### src/verilog/lto_pkg.sv
// Purpose: Shared constants and types for the literal and table opcode decoder
// Assumes: One core clock, four clocks per instruction cycle
// Notes:   Register offsets are byte addresses on the plain register port
package lto_pkg;

  // ---------------------------------------------------------------
  // Widths
  // ---------------------------------------------------------------
  localparam int unsigned DATA_W   = 8;
  localparam int unsigned ADDR_W   = 12;
  localparam int unsigned WORD_W   = 16;
  localparam int unsigned PROD_W   = 16;
  localparam int unsigned TBL_W    = 22;
  localparam int unsigned BANK_W   = 4;
  localparam int unsigned BUS_AW   = 8;
  localparam int unsigned BUS_DW   = 32;
  localparam int unsigned FSR_CNT  = 3;

  // ---------------------------------------------------------------
  // Opcode fields
  // ---------------------------------------------------------------
  localparam logic [7:0] OPC_ADD_LIT   = 8'h0f;
  localparam logic [7:0] OPC_AND_LIT   = 8'h0b;
  localparam logic [7:0] OPC_OR_LIT    = 8'h09;
  localparam logic [7:0] OPC_XOR_LIT   = 8'h0a;
  localparam logic [7:0] OPC_SUB_LIT   = 8'h08;
  localparam logic [7:0] OPC_LOAD_LIT  = 8'h0e;
  localparam logic [7:0] OPC_MUL_LIT   = 8'h0d;
  localparam logic [7:0] OPC_RET_LIT   = 8'h0c;
  localparam logic [11:0] OPC_BANK_HI  = 12'h010;
  localparam logic [11:0] OPC_TABLE_HI = 12'h000;
  localparam logic [9:0] OPC_PTR_HI    = 10'h3b8;
  localparam logic [7:0] OPC_PTR2_HI   = 8'hf0;
  localparam logic [5:0] OPC_ADD_W_FILE_OP_HI  = 6'h09;

  // Table pointer update modes (low two bits)
  localparam logic [1:0] TBL_PLAIN    = 2'h0;
  localparam logic [1:0] TBL_POST_INC = 2'h1;
  localparam logic [1:0] TBL_POST_DEC = 2'h2;
  localparam logic [1:0] TBL_PRE_INC  = 2'h3;

  // ---------------------------------------------------------------
  // Data addressing
  // ---------------------------------------------------------------
  localparam logic [7:0] ACCESS_SPLIT = 8'h60;
  localparam logic [7:0] INDEX_LIMIT  = 8'h5f;
  localparam logic [3:0] ACCESS_HIGH  = 4'hf;
  localparam int unsigned INDEX_PTR   = 2;

  // ---------------------------------------------------------------
  // Register port map and reset values
  // ---------------------------------------------------------------
  localparam logic [7:0] REG_CTRL    = 8'h00;
  localparam logic [7:0] REG_W       = 8'h04;
  localparam logic [7:0] REG_STATUS  = 8'h08;
  localparam logic [7:0] REG_BANK    = 8'h0c;
  localparam logic [7:0] REG_PROD    = 8'h10;
  localparam logic [7:0] REG_FSR0    = 8'h14;
  localparam logic [7:0] REG_FSR1    = 8'h18;
  localparam logic [7:0] REG_FSR2    = 8'h1c;
  localparam logic [7:0] REG_TBLPTR  = 8'h20;
  localparam int unsigned CTRL_EXT_BIT = 0;
  localparam int unsigned CTRL_PSA_BIT = 1;
  localparam logic [1:0]  CTRL_RST     = 2'h0;
  localparam logic [7:0]  W_RST        = 8'h00;
  localparam logic [3:0]  BANK_RST     = 4'h0;

  // ---------------------------------------------------------------
  // Types
  // ---------------------------------------------------------------
  typedef enum logic [1:0] {LTO_Q1, LTO_Q2, LTO_Q3, LTO_Q4} lto_q_t;
  typedef enum logic {LTO_CYC_FIRST, LTO_CYC_SECOND} lto_cyc_t;

  typedef struct packed {
    logic n;
    logic ov;
    logic z;
    logic dc;
    logic c;
  } lto_flags_t;

  typedef struct packed {
    logic              en;
    logic [ADDR_W-1:0] addr;
    logic [DATA_W-1:0] data;
  } lto_file_wr_t;

  typedef struct packed {
    logic [BUS_AW-1:0] addr;
    logic [BUS_DW-1:0] wdata;
    logic              wr;
    logic              rd;
  } lto_bus_req_t;

endpackage

### src/verilog/lto_decoder.sv
// Purpose: Literal, table and add-W-to-file opcode decode and execute
// Assumes: Program memory presents the next word during Q1 of each cycle
// Notes:   Data memory reads combinationally from file_rd_addr
//
// Function
// [RULE1] Add literal to W, store in W, update C DC Z OV N, one cycle.
// [RULE2] AND literal into W in one cycle, updating only Z and N.
// [RULE3] OR literal into W in one cycle, updating only Z and N.
// [RULE4] XOR literal into W in one cycle, updating only Z and N.
// [RULE5] Literal minus W into W, one cycle, update C DC Z OV N.
// [RULE6] Load literal into W in one cycle, flags untouched.
// [RULE7] Load four-bit literal into bank select low bits, no flag change.
// [RULE8] Multiply literal by W in one cycle, flags untouched.
// [RULE9] Load literal into W and return, two cycles, flags untouched.
// [RULE10] Two-word pointer load writes 12-bit literal to chosen pointer, two cycles.
// [RULE11] Table reads with four pointer update modes, two cycles, no flags.
// [RULE12] Table writes with four pointer update modes, two cycles, no flags.
// [RULE13] Add W to file f, result to W or f by d, update all flags.
// [RULE14] Bit a clear selects access bank; set selects bank from bank register.
// [RULE15] Extended set, a clear, f up to 5Fh: indexed literal offset access.
// [RULE16] Decode Q1, read f Q2, process Q3, write destination Q4.
// [RULE17] Program counter change makes two cycles, second one a no-operation.
// [RULE18] Lone second word of two-word instruction executes as no-operation.
// [RULE19] Port read-modify-write reads pin levels, not output latch.
// [RULE20] Writing timer-zero count clears its prescaler when assigned.
`timescale 1ns/1ps

module lto_decoder
#(
  parameter logic [11:0] PORT_ADDR  = 12'hf80,
  parameter logic [11:0] TIMER_ADDR = 12'hfd0
)
(
  // Clock and reset
  input  wire logic                          sys_clk,
  input  wire logic                          resetn,
  // Program memory
  input  wire logic [lto_pkg::WORD_W-1:0]    instr_word,
  output lto_pkg::lto_q_t                    q_phase,
  output logic                               second_cycle,
  // Data memory
  output logic [lto_pkg::ADDR_W-1:0]         file_rd_addr,
  input  wire logic [lto_pkg::DATA_W-1:0]    file_rd_data,
  output lto_pkg::lto_file_wr_t              file_wr,
  // Port pins
  input  wire logic [lto_pkg::DATA_W-1:0]    port_pins,
  // Timer, return and table side effects
  output logic                               timer_presc_clr,
  output logic                               return_strobe,
  output logic                               table_rd_strobe,
  output logic                               table_wr_strobe,
  output logic [lto_pkg::TBL_W-1:0]          table_addr,
  // Core state
  output logic [lto_pkg::DATA_W-1:0]         working_register,
  output lto_pkg::lto_flags_t                status_flags,
  output logic [lto_pkg::BANK_W-1:0]         bank_selection_register,
  output logic [lto_pkg::PROD_W-1:0]         product,
  // Register port
  input  wire lto_pkg::lto_bus_req_t         bus_req,
  output logic [lto_pkg::BUS_DW-1:0]         bus_rdata
);
  import lto_pkg::*;
  // ---------------------------------------------------------------
  // State
  // ---------------------------------------------------------------
  lto_q_t              q_reg, q_next;
  lto_cyc_t            cyc_reg, cyc_next;
  logic [WORD_W-1:0]   ir_reg, word2_reg;
  logic [DATA_W-1:0]   pin_meta_reg, pin_sync_reg;
  logic [ADDR_W-1:0]   file_addr_reg;
  logic [DATA_W-1:0]   opnd_reg, res_reg;
  lto_flags_t          flag_res_reg;
  logic [PROD_W-1:0]   prod_res_reg;
  logic [DATA_W-1:0]   w_reg;
  lto_flags_t          status_reg;
  logic [BANK_W-1:0]   bank_reg;
  logic [PROD_W-1:0]   prod_reg;
  logic [ADDR_W-1:0]   fsr_reg [FSR_CNT];
  logic [TBL_W-1:0]    tblptr_reg, table_addr_reg;
  logic [1:0]          ctrl_reg;
  lto_file_wr_t        file_wr_reg;
  logic                presc_clr_reg, ret_reg, tbl_rd_reg, tbl_wr_reg;
  logic [BUS_DW-1:0]   rdata_reg;

  // ---------------------------------------------------------------
  // Decode of the latched word
  // ---------------------------------------------------------------
  wire logic [7:0] hi_byte      = ir_reg[15:8];
  wire logic [7:0] lit          = ir_reg[7:0];
  wire logic       is_add_lit   = hi_byte == OPC_ADD_LIT;
  wire logic       is_and_lit   = hi_byte == OPC_AND_LIT;
  wire logic       is_or_lit    = hi_byte == OPC_OR_LIT;
  wire logic       is_xor_lit   = hi_byte == OPC_XOR_LIT;
  wire logic       is_sub_lit   = hi_byte == OPC_SUB_LIT;
  wire logic       is_load_lit  = hi_byte == OPC_LOAD_LIT;
  wire logic       is_mul_lit   = hi_byte == OPC_MUL_LIT;
  wire logic       is_ret_lit   = hi_byte == OPC_RET_LIT;
  wire logic       is_bank_load = ir_reg[15:4] == OPC_BANK_HI;
  wire logic       is_table     = (ir_reg[15:4] == OPC_TABLE_HI) && ir_reg[3];
  wire logic       is_tbl_write = is_table && ir_reg[2];
  wire logic [1:0] tbl_mode     = ir_reg[1:0];
  wire logic       is_ptr_load  = ir_reg[15:6] == OPC_PTR_HI;
  wire logic [1:0] ptr_sel      = ir_reg[5:4];
  wire logic       is_add_w_file_op     = ir_reg[15:10] == OPC_ADD_W_FILE_OP_HI;
  wire logic       dest_file    = ir_reg[9];
  wire logic       is_logic     = is_and_lit | is_or_lit | is_xor_lit;
  wire logic       is_arith     = is_add_lit | is_sub_lit | is_add_w_file_op;
  wire logic       two_cycle    = is_ret_lit | is_table | is_ptr_load;
  wire logic       first        = cyc_reg == LTO_CYC_FIRST;
  wire logic       ext_en       = ctrl_reg[CTRL_EXT_BIT];
  wire logic       psa_tmr      = ctrl_reg[CTRL_PSA_BIT];

  // ---------------------------------------------------------------
  // Operand address of the incoming word
  // ---------------------------------------------------------------
  wire logic [7:0]        in_f       = instr_word[7:0];
  wire logic              in_a       = instr_word[8];
  wire logic              in_indexed = !in_a && ext_en && (in_f <= INDEX_LIMIT);
  wire logic [ADDR_W-1:0] in_index   = fsr_reg[INDEX_PTR] + {4'h0, in_f};
  wire logic [ADDR_W-1:0] in_access  = (in_f < ACCESS_SPLIT) ? {4'h0, in_f} : {ACCESS_HIGH, in_f};
  wire logic [ADDR_W-1:0] in_addr    = in_a ? {bank_reg, in_f} :          // RULE14
                                       (in_indexed ? in_index : in_access); // RULE15
  wire logic              port_hit   = file_addr_reg == PORT_ADDR;

  // ---------------------------------------------------------------
  // Arithmetic and logic
  // ---------------------------------------------------------------
  wire logic [7:0] alu_a    = is_sub_lit ? lit : w_reg;
  wire logic [7:0] alu_b    = is_sub_lit ? ~w_reg : (is_add_w_file_op ? opnd_reg : lit);
  wire logic       alu_cin  = is_sub_lit;
  wire logic [8:0] sum9     = {1'b0, alu_a} + {1'b0, alu_b} + {8'h00, alu_cin};
  wire logic [4:0] nib5     = {1'b0, alu_a[3:0]} + {1'b0, alu_b[3:0]} + {4'h0, alu_cin};
  wire logic       ovf      = (alu_a[7] == alu_b[7]) && (sum9[7] != alu_a[7]);
  wire logic [7:0] log_res  = is_and_lit ? (w_reg & lit) :
                              (is_or_lit ? (w_reg | lit) : (w_reg ^ lit));
  wire logic [7:0] alu_res  = is_arith ? sum9[7:0] : (is_logic ? log_res : lit);
  wire lto_flags_t arith_fl = '{n: sum9[7], ov: ovf, z: sum9[7:0] == 8'h00, dc: nib5[4], c: sum9[8]};
  wire lto_flags_t logic_fl = '{n: log_res[7], ov: status_reg.ov, z: log_res == 8'h00,
                                dc: status_reg.dc, c: status_reg.c};
  wire lto_flags_t flags_nx = is_arith ? arith_fl : (is_logic ? logic_fl : status_reg);
  wire logic [15:0] prod_nx = 16'(lit) * 16'(w_reg);

  // ---------------------------------------------------------------
  // Table pointer
  // ---------------------------------------------------------------
  wire logic [TBL_W-1:0] tbl_inc    = tblptr_reg + 22'h1;
  wire logic [TBL_W-1:0] tbl_dec    = tblptr_reg - 22'h1;
  wire logic [TBL_W-1:0] tbl_access = (tbl_mode == TBL_PRE_INC) ? tbl_inc : tblptr_reg;
  wire logic [TBL_W-1:0] tbl_after  = (tbl_mode == TBL_PLAIN) ? tblptr_reg :
                                      ((tbl_mode == TBL_POST_DEC) ? tbl_dec : tbl_inc);

  // ---------------------------------------------------------------
  // Phase and cycle sequencing
  // ---------------------------------------------------------------
  wire logic q1 = q_reg == LTO_Q1;
  wire logic q2 = q_reg == LTO_Q2;
  wire logic q3 = q_reg == LTO_Q3;
  wire logic q4 = q_reg == LTO_Q4;
  always_comb
  begin
    case (q_reg)
      LTO_Q1:  q_next = LTO_Q2;
      LTO_Q2:  q_next = LTO_Q3;
      LTO_Q3:  q_next = LTO_Q4;
      default: q_next = LTO_Q1;
    endcase
  end
  // Second cycle of a flow change or table op is a no-operation; a pointer load writes its pointer at Q4 of it
  always_comb
  begin
    cyc_next = cyc_reg;
    if (q4)
      cyc_next = (first && two_cycle) ? LTO_CYC_SECOND : LTO_CYC_FIRST; // RULE17 RULE9 RULE10 RULE11 RULE12
  end

  always_ff @(posedge sys_clk or negedge resetn)
  begin
    if (!resetn)
    begin
      q_reg   <= LTO_Q1;
      cyc_reg <= LTO_CYC_FIRST;
    end
    else
    begin
      q_reg   <= q_next;
      cyc_reg <= cyc_next;
    end
  end

  // ---------------------------------------------------------------
  // Pin synchroniser
  // ---------------------------------------------------------------
  always_ff @(posedge sys_clk or negedge resetn)
  begin
    if (!resetn)
    begin
      pin_meta_reg <= 8'h00;
      pin_sync_reg <= 8'h00;
    end
    else
    begin
      pin_meta_reg <= port_pins;
      pin_sync_reg <= pin_meta_reg;
    end
  end

  // ---------------------------------------------------------------
  // Q1 decode, Q2 read, Q3 process
  // ---------------------------------------------------------------
  // A lone 1111 word decodes as nothing; only the pointer load keeps it
  always_ff @(posedge sys_clk or negedge resetn)
  begin
    if (!resetn)
    begin
      ir_reg        <= 16'h0000;
      word2_reg     <= 16'h0000;
      file_addr_reg <= 12'h000;
      opnd_reg      <= 8'h00;
      res_reg       <= 8'h00;
      flag_res_reg  <= '0;
      prod_res_reg  <= 16'h0000;
    end
    else
    begin
      if (q1 && first)
      begin
        ir_reg        <= instr_word;                                    // RULE16 RULE18
        file_addr_reg <= in_addr;                                       // RULE14 RULE15
      end
      if (q1 && !first)
        word2_reg <= instr_word;                                        // RULE18
      if (q2)
        opnd_reg <= port_hit ? pin_sync_reg : file_rd_data;             // RULE16 RULE19
      if (q3)
      begin
        res_reg      <= alu_res;                                        // RULE16
        flag_res_reg <= flags_nx;
        prod_res_reg <= prod_nx;
      end
    end
  end

  // ---------------------------------------------------------------
  // Q4 destination writes
  // ---------------------------------------------------------------
  wire logic commit     = q4 && first;
  wire logic is_arith_w = is_add_lit | is_sub_lit | (is_add_w_file_op && !dest_file);
  wire logic w_dest     = is_arith_w | is_logic | is_load_lit | is_ret_lit;
  wire logic ptr_done   = q4 && !first && is_ptr_load && (ptr_sel < 2'(FSR_CNT));
  always_ff @(posedge sys_clk or negedge resetn)
  begin
    if (!resetn)
    begin
      w_reg      <= W_RST;
      status_reg <= '0;
      bank_reg   <= BANK_RST;
      prod_reg   <= 16'h0000;
    end
    else if (commit)
    begin
      if (w_dest)
        w_reg <= res_reg;                                               // RULE1 RULE2 RULE3 RULE4 RULE5 RULE6 RULE9 RULE13
      if (is_arith || is_logic)
        status_reg <= flag_res_reg;                                     // RULE1 RULE5 RULE13
      if (is_bank_load)
        bank_reg <= lit[3:0];                                           // RULE7
      if (is_mul_lit)
        prod_reg <= prod_res_reg;                                       // RULE8
    end
  end

  always_ff @(posedge sys_clk or negedge resetn)
  begin
    if (!resetn)
    begin
      for (int i = 0; i < FSR_CNT; i++)
        fsr_reg[i] <= 12'h000;
    end
    else if (ptr_done)
      fsr_reg[ptr_sel] <= {ir_reg[3:0], word2_reg[7:0]};                // RULE10
  end
  // Strobes are set at Q3 so that they stand exactly through Q4
  always_ff @(posedge sys_clk or negedge resetn)
  begin
    if (!resetn)
    begin
      file_wr_reg    <= '0;
      presc_clr_reg  <= 1'b0;
      ret_reg        <= 1'b0;
      tbl_rd_reg     <= 1'b0;
      tbl_wr_reg     <= 1'b0;
      table_addr_reg <= 22'h000000;
    end
    else
    begin
      file_wr_reg.en   <= q3 && first && is_add_w_file_op && dest_file;         // RULE13 RULE16
      file_wr_reg.addr <= file_addr_reg;
      file_wr_reg.data <= alu_res;
      presc_clr_reg    <= q3 && first && is_add_w_file_op && dest_file
                          && (file_addr_reg == TIMER_ADDR) && psa_tmr;  // RULE20
      ret_reg          <= q3 && first && is_ret_lit;                    // RULE9
      tbl_rd_reg       <= q3 && first && is_table && !is_tbl_write;     // RULE11
      tbl_wr_reg       <= q3 && first && is_tbl_write;                  // RULE12
      if (q3 && first && is_table)
        table_addr_reg <= tbl_access;
    end
  end

  // ---------------------------------------------------------------
  // Register port
  // ---------------------------------------------------------------
  wire logic wr_ctrl = bus_req.wr && (bus_req.addr == REG_CTRL);
  wire logic wr_tbl  = bus_req.wr && (bus_req.addr == REG_TBLPTR);
  wire logic [BUS_DW-1:0] rd_mux =
    (bus_req.addr == REG_CTRL)   ? {30'h0, ctrl_reg} :
    (bus_req.addr == REG_W)      ? {24'h0, w_reg} :
    (bus_req.addr == REG_STATUS) ? {27'h0, status_reg} :
    (bus_req.addr == REG_BANK)   ? {28'h0, bank_reg} :
    (bus_req.addr == REG_PROD)   ? {16'h0, prod_reg} :
    (bus_req.addr == REG_FSR0)   ? {20'h0, fsr_reg[0]} :
    (bus_req.addr == REG_FSR1)   ? {20'h0, fsr_reg[1]} :
    (bus_req.addr == REG_FSR2)   ? {20'h0, fsr_reg[2]} :
    (bus_req.addr == REG_TBLPTR) ? {10'h0, tblptr_reg} : 32'h0;
  // Table update at Q4 wins over a software write in the same clock
  always_ff @(posedge sys_clk or negedge resetn)
  begin
    if (!resetn)
    begin
      ctrl_reg   <= CTRL_RST;
      tblptr_reg <= 22'h000000;
      rdata_reg  <= 32'h0;
    end
    else
    begin
      if (wr_ctrl)
        ctrl_reg <= bus_req.wdata[1:0];
      if (commit && is_table)
        tblptr_reg <= tbl_after;                                        // RULE11 RULE12
      else if (wr_tbl)
        tblptr_reg <= bus_req.wdata[TBL_W-1:0];
      rdata_reg <= bus_req.rd ? rd_mux : 32'h0;
    end
  end

  // ---------------------------------------------------------------
  // Outputs
  // ---------------------------------------------------------------
  assign q_phase                 = q_reg;
  assign second_cycle            = cyc_reg;
  assign file_rd_addr            = file_addr_reg;
  assign file_wr                 = file_wr_reg;
  assign timer_presc_clr         = presc_clr_reg;
  assign return_strobe           = ret_reg;
  assign table_rd_strobe         = tbl_rd_reg;
  assign table_wr_strobe         = tbl_wr_reg;
  assign table_addr              = table_addr_reg;
  assign working_register        = w_reg;
  assign status_flags            = status_reg;
  assign bank_selection_register = bank_reg;
  assign product                 = prod_reg;
  assign bus_rdata               = rdata_reg;
endmodule

### config.mk
export PLATFORM = sky130hd
export DESIGN_NAME = lto_decoder
export DESIGN_NICKNAME = d
export VERILOG_FILES = /design/src/verilog/lto_pkg.sv /design/src/verilog/lto_decoder.sv
export SDC_FILE = /design/constraint.sdc
export NUM_CORES = 1
export LEC_CHECK = 0
export ABC_CLOCK_PERIOD_IN_PS = 5180
export BUFFER_PORTS_ARGS = -buffer_cell sky130_fd_sc_hd__clkbuf_2
export CORE_ASPECT_RATIO = 1.2
export CORE_MARGIN = 2
export CORE_UTILIZATION = 60
export CTS_BUF_LIST = sky130_fd_sc_hd__clkbuf_8
export DETAILED_ROUTE_END_ITERATION = 12
export GPL_TIMING_DRIVEN = 0
export PLACE_DENSITY = 0.83
export REMOVE_ABC_BUFFERS = 1
export SLEW_MARGIN = 30
export SYNTH_ARGS = -nofsm -noshare
export SYNTH_HDL_FRONTEND = slang
export SYNTH_SLANG_ARGS = --single-unit
### constraint.sdc
create_clock -name sys_clk -period 5.18 [get_ports sys_clk]
set_clock_uncertainty 0.1 [all_clocks]
set_input_delay 1.036 -clock sys_clk [delete_from_list [all_inputs] [get_ports sys_clk]]
set_output_delay 1.036 -clock sys_clk [all_outputs]
set_load 0.1 [all_outputs]
---- Word-level counts from Yosys, hierarchy flattened ----
Cells that the tools add are included.
Widths: inputs -> output; s select.
word-level totals
  register bits ........................... 254
  bits of input ports ..................... 76
  output and inout port bits .............. 127
  logic and storage cells ................. 170
cells by class
  add/subtract/negate cells ............... 7
  $mul .................................... 1
  $lt $le $gt $ge ......................... 5
  equal/unequal tests ..................... 29
  muxes and demuxes ....................... 33
  bitwise operators ....................... 16
  reductions and logical operators ........ 42
operator list
  operator               count
  $mux 22                15
  $eq 8x4->1 const B     10
  $mux 8                 8
  $mux 12                4
  $bwmux 36              1
  $eq 8x5->1 const B     4
  $logic_and 1x1->1      26
  $demux 12 s2           1
  $eq 12x12->1 const B   2
  $logic_not 8->1        3
  $add 22x1->22 const B  1
  $sub 22x1->22 const B  1
  $mul 8x8->16           1
  $add 12x8->12          1
  $eq 12x5->1 const B    1
  $logic_not 12->1       1
  $eq 10x10->1 const B   1
  $mux 5                 2
  $or 1x1->1             10
  $reduce_and 2->1       5
  $add 8x8->9            1
  $add 9x1->9            1
  $and 8x8->8            1
  $eq 2x2->1 const B     4
  other kinds (25)       28

---- Depth between registers and ports, before layout ----
Gate-level depths: netlist (run 1).
  depth in word-level cells ............... 11
  depth in mapped cells ................... 20
  gate-level depth less buffers ........... 18

---- Worst setup path after synthesis (run 1) ----
Ideal clock, no wire load.
  path type ............................... reg2reg
  start point ............................. reg w_reg[3] (netlist: working_register[3])
  end point ............................... reg prod_res_reg[12]
  setup time .............................. 0.125 ns
  arrival time ............................ 5.028 ns
  required time ........................... 4.955 ns
  slack ................................... -0.073 ns
  cell stages (with the launch flop) ...... 15
  buffers on the path ..................... 0
  clock period less this slack ............ 5.253 ns
  cell sequence ........................... dfrtp_1 clkinv_1 nor2_1 fa_1 fa_1 fa_1 inv_1 fa_1 inv_1 ha_1 or3_1 o21ai_0 o21ai_0 xor2_1 mux2_2
between the ends
  word-level cells in the longest chain between the ends .. 1
ends and longest elaborated chain
  item                      line                source
  start: declaration        lto_decoder.sv:74   logic [DATA_W-1:0] w_reg;
  start signal: assignment  lto_decoder.sv:262  w_reg <= res_reg;
  $mul 8x8->16              lto_decoder.sv:141  wire logic [15:0] prod_nx = 16'(lit) * 16'(w_reg);
  end signal: assignment    lto_decoder.sv:238  prod_res_reg <= prod_nx;
  end: declaration          lto_decoder.sv:73   logic [PROD_W-1:0] prod_res_reg;
No other way between the ends.
A chain may end at the register's enable or synchronous reset.

---- Final worst setup path (run 1) ----
  start point ............................. reg ir_reg[0]
  end point ............................... reg prod_res_reg[13]
between the ends
  word-level cells in the longest chain between the ends .. 1
ends and longest elaborated chain
  item                      line                source
  start: declaration        lto_decoder.sv:68   logic [WORD_W-1:0] ir_reg, word2_reg;
  start signal: assignment  lto_decoder.sv:227  ir_reg <= instr_word;
  $mul 8x8->16              lto_decoder.sv:141
No other way between the ends.

==> results of run 1 <==
## layout make-up
class,count,area share
flip-flops and latches,254,0.382
clock buffers,48,0.0396
clock inverters,19,0.00712
multi-input cells,1073,0.459
repair buffers,195,0.0685
well taps,320,0.0240
inverters,84,0.0207
## Yosys cell counts (13+ instances only)
cell type    n  area share
nand3_1     39       0.013
nor2b_1     13      0.0056
o22ai_1     13      0.0056
fa_1        39       0.053
xnor2_1     28       0.017
a22oi_1     18      0.0092
clkbuf_1    62       0.016
mux2i_1     28       0.019
mux2_2      99       0.076
o21ai_0     83       0.028
a21oi_1    110       0.038
xor2_1      21       0.013
nor2_1     180       0.046
inv_1       72       0.018
nor4_1      13      0.0056
and3_1      14      0.0060
nand2_1    115       0.029
nor3_1      19      0.0065
dfrtp_1    254        0.43
ha_1        73       0.062
## power by group
part	switching [mW]	internal, mW
combinational	0.724	0.372
sequential	0.132	2.09
clock	0.786	0.891
## layer usage
layer / part of all wire / vias to the layer above / wire length (um)
met2: 0.48 / 672 / 19400
met4: 0.060 / 0 / 2420
met3: 0.082 / 188 / 3310
met1: 0.38 / 5926 / 15300
met5: 0 / - / 0
li1: - / 5515 / -
## critical path, delay by kind of cell (launching register included)
kind | cells | cell delay, ps
multiplexers | 1 | 260
AND/OR/NAND/NOR | 2 | 310
AO/OA/AOI/OAI | 4 | 850
buffers and inverters | 3 | 530
XOR/XNOR | 1 | 90
adder cells (fa/ha/maj) | 5 | 2120
flip-flops | 1 | 530
## what timing repair did
item	CTS	global route
hold buffers	0	0
setup buffers	2	4
cloned	0	0
endpoints found under the setup margin	8	7
resized for setup	5	20
## how the worst max path moves through the flow
stage                            end  depth (start not counted)
floorplan           prod_res_reg[12]                         14
global placement          file_wr[0]                          1
detailed placement  prod_res_reg[13]                         15
CTS                 prod_res_reg[13]                         15
global route        prod_res_reg[13]                         16
finish              prod_res_reg[13]                         16
## logic make-up (layout without fill, tap and decap cells)
kind of cell,after synthesis,after routing
flops,254,254
fa+ha+maj,112,112
other cells,1,10
compound gates,314,314
buf+inv,173,346
simple gates,461,461
mux,127,127
xor+xnor,49,49
## stage by stage
stage | std cells | area, sq um
after CTS | 1988 | 16600
after detailed placement | 1919 | 15800
final | 1993 | 16700
after floorplan | 1411 | 14300
after global routing | 1993 | 16700
after global placement | 1913 | 15600
==> results.yml, run 1 <==
synthesis:
  synth_xor_area_frac: 0.0293
  synth-edff-count: 0
  synth_simple_gate_area_share: 0.147
  synth_top_family_by_area: "simple AND/OR/NAND/NOR gates"
  yosys_warnings: 0
  syn_inst: 1491
  syn_avg_cell_area_sq_um: 9.83
  synthAdderAreaFrac: 0.116
  synth.cell_area_sq_um: 14700
  yosys-mux-area-fraction: 0.0952
  seq_area_frac_synth: 0.434
  ys.flop_type: "dfrtp_1"
  ys_ff_latch: 254
  async_flop_share: 1.00
  synth_cell_type_count: 72
  synth-compound-area-share: 0.130
setup_path:
  reg2regPathDepth: 16
  path_class: "register to register"
  cp.arrival_ps: 5240
  timing.critical_path.mode_cell: "fa_1"
  end_kind: "register"
  crit_slowest_cell: "dfrtp_2"
  slowest_delay_ps: 530
  critPathLaunch: "ir_reg[0]"
  startpoint_type: "register"
  worstPathCellList: "inv_2, nor2_1, fa_1, fa_1, ha_1, inv_1, fa_1, inv_1, ha_1, nor2b_1, o31a_1, o21ai_1, o21ai_0, a21oi_1, xnor2_1, mux2_2"
  r2r_end: "prod_res_reg[13]"
  r2r_slack_ps: 260
  critPathMaxFanout: 19
  worstPathRequired_ps: 5500
  r2r_start: "ir_reg[0]"
sta:
  finalCriticalPeriod_ps: 4920
  slew_viol_final: 0
  period_share: 0.950
  whs_ps: 243
  clock.fmax_ghz: 0.203
  relSlewSlack: 0.355
  rsz0062_at_grt: "false"
  worstMarginPinSlew_ps: 964
  layout_setup_ws_ps: 259
  final-hold-violation-count: 0
  tns_ps: 0
  finalSetupViolations: 0
cells_and_area:
  final_cell_mix: "242 x dfrtp_1, 181 x clkbuf_2, 179 x nor2_1"
  largest_register_ffs: 36
  seq_area_sq_um: 6370
  fill_cells: 1800
  syn2layout_area_growth_pct: 14.0
  layout-drive-gt1-share: 0.236
  postLayoutCoreUtil: 0.697
  fin_nets: 1836
  multiInputGateArea_sq_um: 7660
  antenna_cells: 0
  final_common_cell: "dfrtp_1"
place:
  gp_congestion: 1.01
  dp_hpwl_um: 29500
  io_buffer_count: 182
  pre_cts_ws_ps: -597
cts:
  cts.htree.levels: 2
  clock-root-buffer: "clkbuf_8"
  cts_buffers: 40
  cts_tree: "done"
  cts.clk_slew.worst_paths_ps: 60
  clkSinkCount: 254
  cts.path.max_buffers: 3
  insertion_delay_ps: 550
die:
  die_w_um: 147
  dieArea_sq_um: 25700
  initial_core_util: 0.611
  io_pins: 203
  die_y_um: 175
  row_count: 62
  coreArea_sq_um: 24000
power:
  power.density_nw_per_um2: 299
  max-vdd-ir-drop_uv: 248
  leakage_nw: 8.03
  total_power_mw: 5.00
job:
  maxCapViolations: 0
global_route:
  top_usage_layer: "met2"
  use_met2: 0.519
  grt_pass1_wl_um: 64300
  gr-usage-met3: 0.0590
  antenna_found_initial: 0
  grt-ovfl-total: 0
  grt_max_degree: 81
  gr-usage-met1: 0.390
  grt_pass1_vias: 12400
  gr-usage-all-layers: 0.315
worst_hold_path:
  holdPathEnd: "pin_sync_reg[0]"
  holdPathStages: 0
  worstHoldStart: "pin_meta_reg[0]"
  hp-class: "register to register"
routing:
  dr.pass1.iters: 7
  wirelength_um: 40400
  wire_per_inst_um: 20.3
  viasPerCell: 6.17
  ant_nets: 0
  drc_errors: 0
  vias: 12300
  drt_iter0_markers: 1157
outcome:
  status: "completed"
Note: power is estimated with default switching activity, not from simulation.
==> inputs of run 2 (changes only) <==
Settings changed: CTS_BUF_LIST sky130_fd_sc_hd__clkbuf_8 to sky130_fd_sc_hd__clkbuf_2 sky130_fd_sc_hd__clkbuf_4 sky130_fd_sc_hd__clkbuf_8.
==> run 2 against run 1 <==
Compared with the run above: critical path depth unchanged; register-to-register slack hardly changed; sequential share of layout area shrank 0.094 points; worst setup slack improved by 11 ps; sequential power about the same; non-clock buffer count stayed put; flip-flop and latch count stayed put; final cell count unchanged; core utilization grew 0.17 points; die area stayed put; wire length is 0.18% higher; global-route usage is essentially flat; largest cell class unchanged.
==> results.yml, run 2 (synthesis gave the netlist of run 1 again) <==
cts:
  cts.htree.levels: 2
  ctsHoldBuffers: 0
  cts.path.max_buffers: 3
  cts_tree: "done"
  clock-root-buffer: "clkbuf_8"
  insertion_delay_ps: 560
  clkSinkCount: 254
  cts.clk_slew.worst_paths_ps: 60
  cts_buffers: 40
sta:
  clock.fmax_ghz: 0.204
  slew_viol_final: 0
  finalCriticalPeriod_ps: 4910
  whs_ps: 245
  finalSetupViolations: 0
  worstMarginPinSlew_ps: 962
  tns_ps: 0
  period_share: 0.948
  final-hold-violation-count: 0
  relSlewSlack: 0.359
  rsz0062_at_grt: "false"
setup_path:
  slowest_delay_ps: 530
  path_class: "register to register"
  cp.arrival_ps: 5230
  endpoint: "prod_res_reg[13]"
  startpoint_type: "register"
  r2r_slack_ps: 270
  worstPathRequired_ps: 5500
  critPathLaunch: "ir_reg[0]"
  r2r_start: "ir_reg[0]"
  crit_family: "adder cells"
  end_kind: "register"
  critPathBufInv: 3
  worstPathCellList: "inv_2, nor2_1, fa_1, fa_1, ha_1, inv_1, fa_1, inv_1, ha_1, nor2b_1, o31a_1, o21ai_1, o21ai_0, a21oi_1, xnor2_1, mux2_2"
  reg2regPathDepth: 16
  crit_slowest_cell: "dfrtp_2"
  timing.critical_path.mode_cell: "fa_1"
  cp.depth: 16
  r2r_end: "prod_res_reg[13]"
  critPathMaxFanout: 19
place:
  io_buffer_count: 182
  dp_hpwl_um: 29500
  gp_congestion: 1.01
worst_hold_path:
  hp-class: "register to register"
die:
  die_y_um: 175
  io_pins: 203
  coreArea_sq_um: 24000
  row_count: 62
  die_w_um: 147
  dieArea_sq_um: 25700
  initial_core_util: 0.611
power:
  power.density_nw_per_um2: 303
  total_power_mw: 5.08
  leakage_nw: 8.02
  max-vdd-ir-drop_uv: 251
routing:
  vias: 12300
  wirelength_um: 40500
  drc_errors: 0
  dr.pass1.iters: 9
  viasPerCell: 6.18
  drt_iter0_markers: 1155
  ant_nets: 0
  wire_per_inst_um: 20.3
global_route:
  top_usage_layer: "met2"
  grt_max_degree: 81
  grt_pass1_wl_um: 64300
  gr-usage-met1: 0.392
  grt_pass1_vias: 12400
  antenna_found_initial: 0
  grt-ovfl-total: 0
  gr-usage-all-layers: 0.315
  gr-usage-met3: 0.0574
  use_met2: 0.520
cells_and_area:
  layout-drive-gt1-share: 0.243
  final_common_cell: "dfrtp_1"
  fin_nets: 1836
  syn2layout_area_growth_pct: 14.2
  antenna_cells: 0
  final_cell_mix: "242 x dfrtp_1, 181 x clkbuf_2, 179 x nor2_1"
  largest_register_ffs: 36
outcome:
  status: "completed"
job:
  maxCapViolations: 0
## run 2: changes by cell type in the layout (fill, tap and decap cells not counted)
cell and delta:
clkbuf_4 +11, inv_1 -11
## run 2: timing repair
| item | in CTS | in global routing |
|---|---|---|
| setup endpoints to repair | 8 | 7 |
| gates cloned | 0 | 0 |
| setup buffers | 2 | 4 |
| resized for setup | 5 | 20 |
## run 2: worst min-delay path by stage
stage,startpoint,to,slack (ps),depth (start not counted)
2_1_floorplan,pin_meta_reg[0],pin_sync_reg[0],230,0
3_5_place_dp,pin_meta_reg[3],pin_sync_reg[3],230,0
5_1_grt,pin_meta_reg[0],pin_sync_reg[0],250,0
3_3_place_gp,pin_meta_reg[3],pin_sync_reg[3],230,0
4_1_cts,pin_meta_reg[0],pin_sync_reg[0],250,0
6_report,pin_meta_reg[0],pin_sync_reg[0],240,0
## run 2: cell type report
cell class / instances / area [sq um]
multi-input combinational: 1073 / 7660
fill: 1797 / 7230
sequential: 254 / 6370
timing repair buffer: 195 / 1140
clock buffer: 59 / 743
tap: 320 / 400
inverter: 84 / 345
clock inverter: 8 / 77.6
## run 2: metal layers
layer	vias to the layer above	wire [um]
met5	-	0
met2	664	19500
met1	5968	15400
li1	5501	-
met3	182	3300
met4	0	2330
## run 2: where the power goes
| part | switching (mW) | internal [mW] | total [mW] | leakage (nW) |
|---|---|---|---|---|
| logic | 0.723 | 0.371 | 1.09 | 4.33 |
| registers | 0.133 | 2.09 | 2.22 | 3.26 |
| clock network | 0.788 | 0.970 | 1.76 | 0.436 |
| total | 1.64 | 3.43 | 5.08 | 8.02 |
## run 2: through the flow
stage                     instances  utilization  worst slack [ps]  instance area, sq um
after detailed placement       1919        0.659              -597                 15800
final                          1993        0.698               270                 16700
after CTS                      1988        0.694             -19.5                 16600
after global placement         1913        0.651             -2020                 15600
after global routing           1993        0.698              5.33                 16700
after floorplan                1411            -             -72.9                 14300
